[config.mk]
export PLATFORM = sky130hd
export DESIGN_NAME = dwc_regs
export DESIGN_NICKNAME = d
export VERILOG_FILES = /design/src/dwc_regs.v /design/src/dwc_xlate.v
export VERILOG_INCLUDE_DIRS = /design/src
export SDC_FILE = /design/constraint.sdc
export NUM_CORES = 1
export LEC_CHECK = 0
export BUFFER_PORTS_ARGS = -buffer_cell sky130_fd_sc_hd__buf_2
export CAP_MARGIN = 25
export CORE_MARGIN = 5
export CORE_UTILIZATION = 41
export CTS_CLUSTER_SIZE = 28
export DETAILED_ROUTE_END_ITERATION = 12
export PLACE_DENSITY_LB_ADDON = 0.05
export SETUP_SLACK_MARGIN = 0.05
export SYNTH_ARGS = -nofsm -noshare
export SYNTH_HDL_FRONTEND = slang
export SYNTH_SLANG_ARGS = --single-unit
[constraint.sdc]
create_clock -name CLK_I -period 1.4 [get_ports CLK_I]
set_input_delay 0.07 -clock CLK_I [delete_from_list [all_inputs] [get_ports CLK_I]]
set_output_delay 0.07 -clock CLK_I [all_outputs]
set_load 0.03 [all_outputs]
[src/dwc_defines.vh]
// constants for the downstream window and capability register slice
// Functional notes
// RQ1: translated base bits 31:6 read-write, reset zero
// RQ2: setup register limits which base bits apply
// RQ3: setup bit 0 read-only zero, memory space
// RQ4: setup bits 2:1 address width, reset 00
// RQ5: setup bits 30:6 size mask, write gating
// RQ6: software keeps mask bits 11:6 zero
// RQ7: setup bit 31 enables window, reset off
// RQ8: capability id 10h, version 1h
// RQ9: next capability pointer reads D8h
// RQ10: port type 7h forward, 8h reverse
// RQ11: slot implemented 0 forward, 1 reverse
// RQ12: translation substitutes base where mask set
// RQ13: read-only writes ignored, reserved read zero
`ifndef DWC_DEFINES_VH
`define DWC_DEFINES_VH
// ----------------------------------------
// register byte addresses
// ----------------------------------------
`define DWC_OFS_XBASE 8'ha8
`define DWC_OFS_SETUP 8'hac
`define DWC_OFS_CAPHDR 8'hb0
// ----------------------------------------
// field positions and fixed values
// ----------------------------------------
`define DWC_SETUP_EN_BIT 31
`define DWC_SETUP_PREF_BIT 3
`define DWC_MASK_LSB 6
`define DWC_XBASE_RST 26'h0000000
`define DWC_SETUP_RST 32'h00000000
`define DWC_CAP_ID 8'h10
`define DWC_CAP_NEXT 8'hd8
`define DWC_CAP_VER 4'h1
`define DWC_PT_FWD 4'h7
`define DWC_PT_REV 4'h8
`define DWC_ADDR_32 2'h0
`define DWC_ADDR_64 2'h1
`endif

[src/dwc_regs.v]
// register slice: downstream window one and express capability header
`timescale 1ns/1ns
`include "dwc_defines.vh"
module dwc_regs (
  input wire CLK_I,
  input wire RESETN_I,
  input wire [7:0] AVS_ADDRESS_I,
  input wire AVS_READ_I,
  input wire AVS_WRITE_I,
  input wire [31:0] AVS_WRITEDATA_I,
  input wire [3:0] AVS_BYTEENABLE_I,
  output reg [31:0] AVS_READDATA_O,
  output reg AVS_WAITREQUEST_O,
  input wire REVERSE_MODE_I,
  input wire WIDE_ADDR_I,
  input wire PREFETCH_I,
  input wire [24:0] SIZE_MASK_I,
  input wire WIN_EN_I,
  input wire SETUP_LOAD_I,
  input wire [31:0] DS_ADDR_I,
  output reg [31:0] DS_ADDR_O,
  output reg DS_HIT_EN_O
);
  // ----------------------------------------
  // state
  // ----------------------------------------
  reg [25:0] xbase_r;
  reg [1:0] awidth_r;
  reg pref_r;
  reg [24:0] mask_r;
  reg en_r;
  reg rev_s1_r;
  reg rev_r;
  reg busy_r;
  reg [31:0] rdata_nxt;
  wire [31:0] xaddr;
  wire [31:0] wmask;
  wire [31:0] setup_val;
  wire [31:0] cap_val;
  function [31:0] be_mask;
    input [3:0] be;
    be_mask = {{8{be[3]}}, {8{be[2]}}, {8{be[1]}}, {8{be[0]}}};
  endfunction
  assign wmask = be_mask(AVS_BYTEENABLE_I);
  // ----------------------------------------
  // mode strap synchroniser
  // ----------------------------------------
  always @(posedge CLK_I or negedge RESETN_I) begin
    if (!RESETN_I) begin
      rev_s1_r <= 1'b0;
      rev_r <= 1'b0;
    end else begin
      rev_s1_r <= REVERSE_MODE_I;
      rev_r <= rev_s1_r;
    end
  end
  // ----------------------------------------
  // register views
  // ----------------------------------------
  // RQ3 RQ4 RQ13
  assign setup_val = {en_r, mask_r, 2'b00, pref_r, awidth_r, 1'b0};
  assign cap_val = {2'b00, 5'h00, rev_r, // RQ11
    rev_r ? `DWC_PT_REV : `DWC_PT_FWD, // RQ10
    `DWC_CAP_VER, `DWC_CAP_NEXT, `DWC_CAP_ID}; // RQ8 RQ9
  // ----------------------------------------
  // setup loaded from the side strap port
  // ----------------------------------------
  always @(posedge CLK_I or negedge RESETN_I) begin
    if (!RESETN_I) begin
      awidth_r <= `DWC_ADDR_32; // RQ4
      pref_r <= 1'b0;
      mask_r <= 25'h0000000; // RQ5
      en_r <= 1'b0; // RQ7
    end else if (SETUP_LOAD_I) begin
      awidth_r <= WIDE_ADDR_I ? `DWC_ADDR_64 : `DWC_ADDR_32; // RQ4
      pref_r <= PREFETCH_I;
      mask_r <= SIZE_MASK_I; // RQ5 RQ6
      en_r <= WIN_EN_I; // RQ7
    end
  end
  // ----------------------------------------
  // avalon slave: one wait cycle per access
  // ----------------------------------------
  always @* begin
    rdata_nxt = 32'h00000000;
    case (AVS_ADDRESS_I)
      `DWC_OFS_XBASE: begin
        rdata_nxt = {xbase_r, 6'h00}; // RQ13
      end
      `DWC_OFS_SETUP: begin
        rdata_nxt = setup_val;
      end
      `DWC_OFS_CAPHDR: begin
        rdata_nxt = cap_val;
      end
      default: begin
        rdata_nxt = 32'h00000000;
      end
    endcase
  end
  always @(posedge CLK_I or negedge RESETN_I) begin
    if (!RESETN_I) begin
      busy_r <= 1'b0;
      AVS_WAITREQUEST_O <= 1'b1;
      AVS_READDATA_O <= 32'h00000000;
      xbase_r <= `DWC_XBASE_RST; // RQ1
    end else begin
      if ((AVS_READ_I || AVS_WRITE_I) && !busy_r) begin
        busy_r <= 1'b1;
        AVS_WAITREQUEST_O <= 1'b0;
        AVS_READDATA_O <= rdata_nxt;
      end else begin
        busy_r <= 1'b0;
        AVS_WAITREQUEST_O <= 1'b1;
      end
      if (AVS_WRITE_I && busy_r && (AVS_ADDRESS_I == `DWC_OFS_XBASE)) begin
        // only bit 31 and the mask-enabled bits take the write
        xbase_r <= (xbase_r & ~(wmask[31:6] & {1'b1, mask_r})) |
          (AVS_WRITEDATA_I[31:6] & wmask[31:6] & {1'b1, mask_r}); // RQ1 RQ5
      end
    end
  end
  // ----------------------------------------
  // translation output
  // ----------------------------------------
  dwc_xlate #(
    .AW(32)
  ) u_xlate (
    .addr_i(DS_ADDR_I),
    .base_i(xbase_r),
    .mask_i(mask_r),
    .en_i(en_r),
    .addr_o(xaddr)
  );
  always @(posedge CLK_I or negedge RESETN_I) begin
    if (!RESETN_I) begin
      DS_ADDR_O <= 32'h00000000;
      DS_HIT_EN_O <= 1'b0;
    end else begin
      DS_ADDR_O <= xaddr; // RQ12
      DS_HIT_EN_O <= en_r; // RQ7
    end
  end
endmodule

[src/dwc_xlate.v]
// downstream address translation for window one
`timescale 1ns/1ns
module dwc_xlate #(
  parameter AW = 32
) (
  input wire [AW-1:0] addr_i,
  input wire [25:0] base_i,
  input wire [24:0] mask_i,
  input wire en_i,
  output wire [AW-1:0] addr_o
);
  wire [31:0] full_mask;
  wire [31:0] full_base;
  // mask bit 31 always set so every enabled window swaps the top bit, whatever its size
  assign full_mask = {1'b1, mask_i, 6'h00};
  assign full_base = {base_i, 6'h00};
  // ----------------------------------------
  // substitute base bits under the size mask
  // ----------------------------------------
  assign addr_o = en_i ?
    ((addr_i & ~full_mask[AW-1:0]) | (full_base[AW-1:0] & full_mask[AW-1:0]))
    : addr_i; // RQ12 RQ2
endmodule
; Yosys cells after proc, flatten, opt, wreduce, memory -nomap -nowiden
; Index checks and enable logic that the tools add are counted.
[totals]
out_inout_bits = 66
reg_bits = 124
word_cells = 36
input_bits = 110
[op_classes]
eq_ne = 3
reduce_logical = 5
n_bitwise = 10
muxes = 6
[op_table]
columns = cell, n
row1 = 26-bit bitwise AND, 4
row2 = 32-bit one-hot mux with 3 select lines, 1
row3 = 32-bit bitwise AND, 2
row4 = 32-bit two-way mux, 1
row5 = 32-bit inverter, 1
row6 = 32-bit bitwise OR, 1
row7 = 26-bit inverter, 1
row8 = 26-bit bitwise OR, 1
row9 = "8-bit == test, second input constant", 3
row10 = 4-bit two-way mux, 1
row11 = 1-bit logical AND, 3
row12 = 1-bit two-way mux, 3
row13 = 1-bit zero test, 1
row14 = 1-bit logical OR, 1

; Longest topological paths before layout
; Gate-level depths: netlist (run 1).
[logic_depth]
ltp_word = 4
depth_mapped = 6
depth_no_buf = 4

; Modules after synthesis
; A second synthesis (run 1) with hierarchy kept.
[hier_totals]
hier_cells = 401
hier_area_um2 = 5175.0
[by_module_without_submodules]
columns = mod, cells_per_inst, n_inst, area_per_inst_um2, seq_area_each_um2
row1 = dwc_regs, 341, 1, 4630.7, 3004.1
row2 = dwc_xlate, 60, 1, 544.3, 0.0

; Worst setup path before layout (run 1)
; No wires, ideal clock.
[synth_timing]
kind = register to register
start = register busy_r
end = register xbase_r[18]
t_arrival_ns = 1.234
stages_incl_launch_ff = 6
setup_time_ns = 0.125
synth_period_minus_slack_ns = 1.359
required_time_ns = 1.275
path_slack_ns = 0.041
path_cell_list = dfrtp_1 and2_1 and4_2 buf_6 nand2_1 mux2_2
[synth_between]
elab_chain_cells = 2
[synth_lines]
columns = item, line
row1 = from (decl), dwc_regs.v:34  ; reg busy_r;
row2 = from (signal assigned), dwc_regs.v:103  ; busy_r <= 1'b0;
row3 = from (signal assigned), dwc_regs.v:109  ; busy_r <= 1'b1;
row4 = from (signal assigned), dwc_regs.v:113  ; busy_r <= 1'b0;
row5 = 1-bit logical AND (2 in a row), dwc_regs.v:116  ; if (AVS_WRITE_I && busy_r && (AVS_ADDRESS_I == `DWC_OFS_XBASE)) begin
row6 = to (signal assigned), dwc_regs.v:106  ; xbase_r <= `DWC_XBASE_RST;
row7 = to (signal assigned), dwc_regs.v:118  ; xbase_r <= (xbase_r & ~(wmask[31:6] & {1'b1, mask_r})) |
row8 = to (decl), dwc_regs.v:27  ; reg [25:0] xbase_r;
; Every way passes these cells.
; A chain may end at the register's enable or synchronous reset.

; Worst setup path after layout (run 1)
[layout_timing]
start = register busy_r
end = register xbase_r[5]
; The elaborated chain is that of the path after synthesis.

==> results of run 1 <==
critical path, cell delays in order (launching register included):
cell	delay (ns)
dfrtp_1	0.34
and2_4	0.17
and4_4	0.28
nand2_1	0.08
mux2_4	0.30
layer usage:
metal	vias to the layer above	global-route usage, %	part of all wire (%)
li1	1900	-	-
met1	1970	24.2	42
met2	117	33.4	50
met3	13	6.69	6.2
met4	0	5.88	1.1
met5	-	0	0
area by class of cell:
| cell class | count | area [um2] |
|---|---|---|
| sequential | 120 | 3000 |
| tap | 147 | 184 |
| clock inverter | 10 | 125 |
| multi-input combinational | 243 | 1850 |
| timing repair buffer | 278 | 1940 |
| fill | 966 | 4380 |
| clock buffer | 21 | 470 |
| inverter | 1 | 3.75 |
per-stage QoR:
stage	hold WS [ns]	instance area, um2	util, %	power [mW]
final	0.0228	7580	63.4	9.27
after global routing	0.0187	7580	63.4	9.69
after CTS	0.00555	7570	63.3	9.39
after detailed placement	-0.0323	6090	50.9	4.78
after global placement	-0.0297	6090	50.9	4.76
after floorplan	-0.226	4990	-	4.32
state kept, by name, summed over array words and instances (netlist names), named ones only:
register / cells
AVS_READDATA_O: 29
busy_r: 1
AVS_WAITREQUEST_O: 1
DS_HIT_EN_O: 1
pref_r: 1
rev_s1_r: 1
xbase_r: 25
DS_ADDR_O: 32
en_r: 1
rev_r: 1
mask_r: 25
awidth_r: 1
worst paths after layout:
| path | from | end |
|---|---|---|
| hold reg to reg | rev_s1_r$_DFF_PN0_ | rev_r$_DFF_PN0_ |
| max in group asynchronous | RESETN_I | AVS_WAITREQUEST_O$_DFF_PN1_ |
| min in group asynchronous | RESETN_I | xbase_r[6]$_DFFE_PN0P_ |
| setup / recovery | busy_r$_DFF_PN0_ | xbase_r[5]$_DFFE_PN0P_ |
| hold / removal | AVS_BYTEENABLE_I[0] | xbase_r[1]$_DFFE_PN0P_ |
| setup reg to reg | busy_r$_DFF_PN0_ | xbase_r[5]$_DFFE_PN0P_ |
power by group:
group	internal, mW	switching [mW]	leakage [nW]
logic	0.568	0.574	1.89
clock network	2.90	1.47	0.302
registers	3.65	0.109	1.54
cell families (layout without fill, tap and decap cells):
| family | Yosys count | count (layout) | share of synthesized area [%] |
|---|---|---|---|
| other cells | 1 | 3 | 0.0752 |
| simple gates | 94 | 94 | 8.64 |
| mux | 89 | 89 | 20.0 |
| flops | 120 | 120 | 60.3 |
| buf+inv | 23 | 310 | 3.16 |
| compound gates | 57 | 57 | 7.81 |
layout by cell type, fill, tap and decap left out, types with 2 or more instances in the layout:
cell           count
a22oi_1           17
mux2i_1            9
and4_4             3
o21ai_1           11
a21oi_1            2
clkbuf_16         17
nand3_1            2
a22o_1             7
o21ai_0           12
nor2_1             5
buf_2            165
o22ai_1            2
bufinv_16          3
nand4_1            2
conb_1             3
dlygate4sd3_1     88
clkbuf_8           3
mux2_4             2
mux2_2            78
dfrtp_1          119
nand2_1           73
buf_4             21
clkinv_2           7
buf_12             4
repair_timing:
action | CTS | global route
setup endpoints to repair | 24 | 6
hold endpoints to repair | 206 | 0
gates resized for setup | 3 | 2
pin swaps | 0 | 1
cloned | 0 | 0
hold buffers | 88 | 0
buffers inserted | 0 | 1
==> reports/qor.tcl, run 1 <==
set qor(number_of_antenna_violations_at_the_first_check_in_global_routing) 0
set qor(drv_slew) 0
set qor(globalplace.congestion) 0.768
set qor(cp.required_ns) 1.69
set qor(grt_remaining_overflow) 0
set qor(yosys.cell_count.top_type) {dfrtp_1}
set qor(initial_utilization_pct) 41.7
set qor(finalCriticalPeriod_ns) 1.29
set qor(first_pass_grt_wire_length_um) 22100
set qor(hpwlAfterDp_um) 9210
set qor(wl_per_cell_um) 16.6
set qor(cts-htree-levels) 4
set qor(pre_cts_slack_ns) -0.113
set qor(postLayoutSetupSlackWorst_ns) 0.113
set qor(cts.root.buffer_cell) {clkbuf_16}
set qor(cp_data_arrival_time_ns) 1.57
set qor(cap_viol_max_count) 0
set qor(yosysSeqAreaShare_pct) 60.3
set qor(setup_tns_ns) 0
set qor(detail_route.first_pass.iterations) 4
set qor(clk-insertion-delay-late_ns) 0.41
set qor(setup_viol) 0
set qor(clock_tree.buffer_depth) 2
set qor(synth_edf_count) 0
set qor(clock_buffers_created_by_tritoncts) 17
set qor(postRouteAntennaNets) 0
set qor(ys_top_cells_by_area) {dfrtp_1 (60%), mux2_2 (18%), nand2_1 (5.5%)}
set qor(synth.top_cells.by_count) {dfrtp_1 (119), mux2_2 (78), nand2_1 (73), a22oi_1 (17), o21ai_0 (14)}
set qor(synth-warning-count) 0
set qor(layout-drive-gt1-share_pct) 46.7
set qor(hold_class) {input port to flop}
set qor(timing.clock.skew_ns) 0.00741
set qor(ys.flop_type) {dfrtp_1}
set qor(netlist-cell-type-count) 36
set qor(clkSlewWorstSetupHoldPaths_ns) 0.05
set qor(post_drt_via_cell_ratio) 4.88
set qor(synth_top_area_share_pct) 59.8
set qor(cp-start-kind) {flop}
set qor(grt_pass1_vias) 4270
set qor(die-width_um) 120
set qor(p_leak_nw) 3.73
set qor(port_buffer_count) 166
set qor(io_pins) 176
set qor(fin_nets) 771
set qor(mappedNetlistArea_um2) 4980
set qor(reg2reg_setup_slack_ns) 0.11
set qor(syn_area_per_cell_um2) 13.0
set qor(tritoncts_num_sinks) 120
set qor(floorplan.die.height_um) 120
set qor(detail_route.iter0.violations) 211
set qor(power.density_cell_area_nw_per_um2) 1220
set qor(r2r_cells) 4
set qor(gr_usage_total_pct) 19.8
set qor(grt_start_max_net_pins) 44
set qor(min_path_cells) 3
set qor(period_share_pct) 91.9
set qor(rsz0062_at_grt) {true}
set qor(final_cell_count_no_fill) 820
set qor(hold_viol) 0
set qor(area_growth_pct) 52.1
set qor(cp_max_fo) 8
set qor(maxClockFrequency_ghz) 0.777
set qor(std_cell_rows) 40
set qor(synth_async_sr_flop_share_pct) 100
set qor(endpoint_type_of_the_worst_setup_path) {flop}
set qor(path_class) {flop to flop}
set qor(drt_wl_total_um) 13600
set qor(number_of_register_bits_inferred_by_synthesis) 120
set qor(placedCellCount) 700
set qor(detailroute.via_count) 4000
set qor(post_synth_inst_count) 384
set qor(yosys.area.top_type) {dfrtp_1}
set qor(run_status) {finished clean}
set qor(core_region_area_um2) 12000
set qor(vdd.ir_drop.worst_mv) 0.861
set qor(total_inserted_antenna_cells) 0
set qor(tritoncts) {built}
set qor(floorplan.die_area_um2) 14500
set qor(post-route-drc-count) 0
(Power assumes the default switching activity.)
==> run 2: changes to the inputs <==
SETUP_SLACK_MARGIN = 0.4   (was 0.05)
==> run 2 against run 1 <==
  * Setup slack worse by 0.048 ns
  * Global-route usage is 2.4 points higher
  * Clock skew is 0.0017 ns lower
  * First-iteration DRC count is 1.4% higher
==> reports/qor.tcl, run 2 (synthesis gave the netlist of run 1 again) <==
set qor(detailroute.via_count) 4160
set qor(top_register) {DS_ADDR_O}
set qor(detail_route.iter0.violations) 214
set qor(gr_usage_total_pct) 22.2
set qor(post-route-util_pct) 73.8
set qor(first_pass_grt_wire_length_um) 24500
set qor(cts.root.buffer_cell) {clkbuf_16}
set qor(layout_common_cells) {dfrtp_1 (118), buf_2 (102), dlygate4sd3_1 (88)}
set qor(worst_hold_startpoint) {AVS_BYTEENABLE_I[0]}
set qor(period_share_pct) 95.3
set qor(drv_slew) 0
set qor(layout-drive-gt1-share_pct) 57.3
set qor(path_class) {flop to flop}
set qor(floorplan.die.height_um) 120
set qor(clock_tree.buffer_depth) 2
set qor(tritoncts) {built}
set qor(setup_viol) 0
set qor(postRouteAntennaNets) 0
set qor(hold_class) {input port to flop}
set qor(grt_pass1_vias) 4637
set qor(startpoint) {busy_r$_DFF_PN0_}
set qor(cp-start-kind) {flop}
set qor(grt_remaining_overflow) 0
set qor(cp.required_ns) 1.75
set qor(fin_nets) 795
set qor(r2r_cells) 5
set qor(run_status) {finished clean}
set qor(number_of_antenna_violations_at_the_first_check_in_global_routing) 0
set qor(cp_max_fo) 6
set qor(min_path_cells) 3
set qor(p_leak_nw) 4.36
set qor(port_buffer_count) 166
set qor(hold_viol) 0
set qor(globalplace.congestion) 0.764
set qor(clk-insertion-delay-late_ns) 0.41
set qor(critical_path.reg2reg.startpoint) {busy_r$_DFF_PN0_}
set qor(drt_wl_total_um) 15400
set qor(worst-slew-pin-transition_ns) 0.616
set qor(cp_data_arrival_time_ns) 1.68
set qor(cts-htree-levels) 4
set qor(fillerInstances) 800
set qor(post-route-drc-count) 0
set qor(cap_viol_max_count) 0
set qor(initial_utilization_pct) 41.7
set qor(number_of_flip_flops_under_the_largest_register_name) 32
set qor(hpwlAfterDp_um) 9360
set qor(rsz0062_at_grt) {true}
set qor(std_cell_rows) 40
set qor(timing.max_slew.rel_slack_pct) 58.9
set qor(floorplan.die_area_um2) 14500
set qor(detail_route.first_pass.iterations) 4
set qor(finalCriticalPeriod_ns) 1.33
set qor(fin_hold_ws_ns) 0.0735
set qor(clkSlewWorstSetupHoldPaths_ns) 0.05
set qor(core_region_area_um2) 12000
set qor(grt_start_max_net_pins) 41
set qor(final_common_cell) {dfrtp_1}
set qor(clock_buffers_created_by_tritoncts) 17
set qor(reg.largest.list) {DS_ADDR_O (32), AVS_READDATA_O (29)}
set qor(timing.clock.skew_ns) 0.00566
set qor(endpoint_type_of_the_worst_setup_path) {flop}
set qor(setup_tns_ns) 0
set qor(area_growth_pct) 77.2
set qor(io_pins) 176
set qor(post_drt_via_cell_ratio) 4.92
set qor(tritoncts_num_sinks) 120
set qor(die-width_um) 120
set qor(maxClockFrequency_ghz) 0.749
set qor(total_inserted_antenna_cells) 0
set qor(wl_per_cell_um) 18.3
set qor(vdd.ir_drop.worst_mv) 0.674
set qor(power.density_cell_area_nw_per_um2) 1150
## run 2: where the power goes
part | switching (mW) | internal [mW]
Clock | 1.50 | 3.29
Combinational | 0.674 | 0.847
Sequential | 0.186 | 3.65
Total | 2.36 | 7.79
## run 2: metrics by stage
| stage | power (mW) | cell area [um2] | worst slack, ns | instances |
|---|---|---|---|---|
| floorplan | 4.43 | 5280 | 0.115 | 386 |
| global placement | 4.87 | 6370 | -0.110 | 703 |
| detailed placement | 4.89 | 6370 | -0.119 | 703 |
| CTS | 10.2 | 8670 | 0.0632 | 840 |
| global route | 10.5 | 8830 | -0.00193 | 845 |
| finish | 10.1 | 8830 | 0.0653 | 845 |
## run 2: area by class of cell
class	instances	area [um2]	share of cell area (%)
flip-flops and latches	120	3010	34.0
repair buffers	300	2610	29.6
multi-input cells	245	2380	26.9
clock buffers	23	478	5.41
well taps	147	184	2.08
clock inverters	9	170	1.93
inverters	1	3.75	0.0425
## run 2: path summary, 6_finish.rpt
kind | to | slack (ns)
max reg2reg | AVS_READDATA_O[15]$_DFFE_PN0P_ | 0.07
max | AVS_READDATA_O[15]$_DFFE_PN0P_ | 0.07
min | xbase_r[1]$_DFFE_PN0P_ | 0.07
min reg2reg | rev_r$_DFF_PN0_ | 0.35
min in group asynchronous | DS_ADDR_O[14]$_DFF_PN0_ | 0.20
max in group asynchronous | mask_r[11]$_DFFE_PN0P_ | 0.61
## run 2: what timing repair did
action,CTS,global route
hold endpoints to repair,120,0
buffers inserted,13,5
resized for setup,179,31
gates cloned,4,0
setup endpoints to repair,145,147
hold buffers,88,0
pin swaps,18,4
## run 2: worst max-delay path, cell delays in order (launching register included)
cell and delay [ns]:
dfrtp_1 0.37, buf_4 0.13, o21bai_4 0.21, buf_6 0.14
a211oi_4 0.24, a22o_1 0.18
## run 2: layer usage
layer / share of wire, % / track usage [%]
met1: 41 / 26.7
met2: 51 / 38.4
met3: 5.4 / 5.57
met4: 2.1 / 8.36
met5: 0 / 0
==> run 3: changes to the inputs <==
HOLD_SLACK_MARGIN = 0.1   (was not set)
MAX_ROUTING_LAYER = met4   (was not set)
PLACE_DENSITY_LB_ADDON = 0.1   (was 0.05)
==> run 3 against run 2 <==
  * Setup slack improved by 0.0025 ns
  * Critical endpoint is now xbase_r[12]$_DFFE_PN0P_
  * Largest cell class unchanged
  * Flip-flop and latch count did not move
  * Critical path depth fell by 1
==> reports/qor.tcl, run 3 (synthesis gave the netlist of run 1 again) <==
set qor(hold_class) {input port to async pin}
set qor(cp-start-kind) {flop}
set qor(period_share_pct) 95.2
set qor(drv_slew) 0
set qor(rsz0062_at_grt) {true}
set qor(clkSlewWorstSetupHoldPaths_ns) 0.05
set qor(cp.required_ns) 1.69
set qor(grt_remaining_overflow) 0
set qor(grt_start_max_net_pins) 35
set qor(cts.root.buffer_cell) {clkbuf_16}
set qor(power.density_cell_area_nw_per_um2) 1090
set qor(core_region_area_um2) 12000
set qor(p_int_mw) 7.35
set qor(clock_tree.buffer_depth) 2
set qor(tritoncts) {built}
set qor(grt_pass1_vias) 4505
set qor(switching_power_mw) 2.39
set qor(layout_common_cells) {dfrtp_1 (118), buf_2 (102), dlygate4sd3_1 (89)}
set qor(share_clk_of_total_power_pct) 43.3
set qor(number_of_flip_flops_under_the_largest_register_name) 32
set qor(cap_viol_max_count) 0
set qor(worst_path_dominant_cell_family) {simple AND/OR/NAND/NOR gates}
set qor(detail_route.iter0.violations) 287
set qor(highest_delay_cell_along_the_critical_path) {dfrtp_1}
set qor(die-width_um) 120
set qor(postRouteAntennaNets) 0
set qor(crit_path_max_incr_delay_ns) 0.34
set qor(run_status) {finished clean}
set qor(cp_max_fo) 8
set qor(globalplace.congestion) 0.805
set qor(sequential_cell_fraction_of_total_power_pct) 39.4
set qor(final_common_cell) {dfrtp_1}
set qor(path_class) {flop to flop}
set qor(timing.clock.skew_ns) 0.00626
set qor(top_register) {DS_ADDR_O}
set qor(drt_wl_total_um) 15800
set qor(maxClockFrequency_ghz) 0.751
set qor(setup_tns_ns) 0
set qor(p_comb_share_pct) 17.2
set qor(io_pins) 176
set qor(wl_per_cell_um) 18.4
set qor(setup_viol) 0
set qor(floorplan.die_area_um2) 14500
set qor(tritoncts_num_sinks) 120
set qor(post_drt_via_cell_ratio) 4.97
set qor(power.switching_fraction_pct) 24.5
set qor(cp_data_arrival_time_ns) 1.62
set qor(port_buffer_count) 166
set qor(area_growth_pct) 79.6
set qor(post-route-util_pct) 74.8
set qor(post-route-drc-count) 0
set qor(clk-insertion-delay-late_ns) 0.41
set qor(detail_route.first_pass.iterations) 4
set qor(layout-drive-gt1-share_pct) 57.9
set qor(finalCriticalPeriod_ns) 1.33
set qor(p_leak_nw) 4.38
set qor(cp_num_buf_inv) 0
set qor(detailroute.via_count) 4260
set qor(reg.largest.list) {DS_ADDR_O (32), AVS_READDATA_O (29)}
set qor(final_cell_count_no_fill) 858
set qor(endpoint_type_of_the_worst_setup_path) {flop}
set qor(hpwlAfterDp_um) 9400
set qor(gr_usage_total_pct) 22.4
set qor(clock_buffers_created_by_tritoncts) 17
set qor(hold_viol) 0
set qor(critical_path_cell_by_cell) {and2_4 > and4_4 > nand2_2 > mux2_4}
set qor(number_of_antenna_violations_at_the_first_check_in_global_routing) 1
set qor(std_cell_rows) 40
set qor(vdd.ir_drop.worst_mv) 0.854
set qor(fin_nets) 807
set qor(cts-htree-levels) 4
set qor(placedCellCount) 699
set qor(floorplan.die.height_um) 120
set qor(first_pass_grt_wire_length_um) 24000
set qor(initial_utilization_pct) 41.7
==> run 3: cell type report <==
| cell class | count | area (um2) |
|---|---|---|
| Fill cell | 765 | 3010 |
| Clock inverter | 8 | 95.1 |
| Sequential cell | 120 | 3010 |
| Inverter | 1 | 16.3 |
| Clock buffer | 24 | 482 |
| Antenna cell | 1 | 2.50 |
| Timing Repair Buffer | 311 | 2800 |
| Tap cell | 147 | 184 |
| Multi-Input combinational cell | 246 | 2360 |
==> run 3: timing repair <==
| item | CTS | global route |
|---|---|---|
| setup buffers | 13 | 16 |
| pin swaps | 18 | 8 |
| hold buffers | 89 | 0 |
| endpoints found under the hold margin | 207 | 0 |
| gates cloned | 7 | 1 |
| resized for setup | 197 | 17 |
| setup endpoints to repair | 145 | 146 |
==> run 3: per-stage QoR <==
stage	cell area [um2]	hold WS [ns]	power, mW	setup slack, ns
global placement	6310	0.0116	4.85	-0.0984
detailed placement	6310	0.0129	4.87	-0.0981
CTS	8710	0.0964	9.72	0.0594
finish	8950	0.113	9.74	0.0677
floorplan	5280	-0.226	4.43	0.115
global route	8950	0.134	10.1	0.00663
==> run 3: power groups by stage <==
stage               clock network (mW)  registers [mW]  logic [mW]
global placement                     0            3.84        1.01
finish                            4.22            3.84        1.68
floorplan                            0            3.99       0.442
CTS                               4.31            3.84        1.57
global route                      4.44            3.86        1.78
detailed placement                   0            3.84        1.03
==> run 3: worst paths after layout <==
kind	start	endpoint	depth (start not counted)	slack, ns
worst max-delay path	busy_r$_DFF_PN0_	xbase_r[12]$_DFFE_PN0P_	4	0.07
worst min-delay path	RESETN_I	xbase_r[8]$_DFFE_PN0P_	2	0.11
worst max register to register	busy_r$_DFF_PN0_	xbase_r[12]$_DFFE_PN0P_	4	0.07
worst min register to register	rev_s1_r$_DFF_PN0_	rev_r$_DFF_PN0_	0	0.34
max in group asynchronous	RESETN_I	mask_r[21]$_DFFE_PN0P_	3	0.69
min in group CLK_I	SETUP_LOAD_I	mask_r[20]$_DFFE_PN0P_	3	0.20
==> run 3: routing by layer <==
layer	wire length [um]	track usage, %	vias up
met1	6610	26.4	2107
li1	-	-	1998
met5	0	-	-
met3	789	5.05	27
met2	8060	38.0	128
met4	352	8.07	0
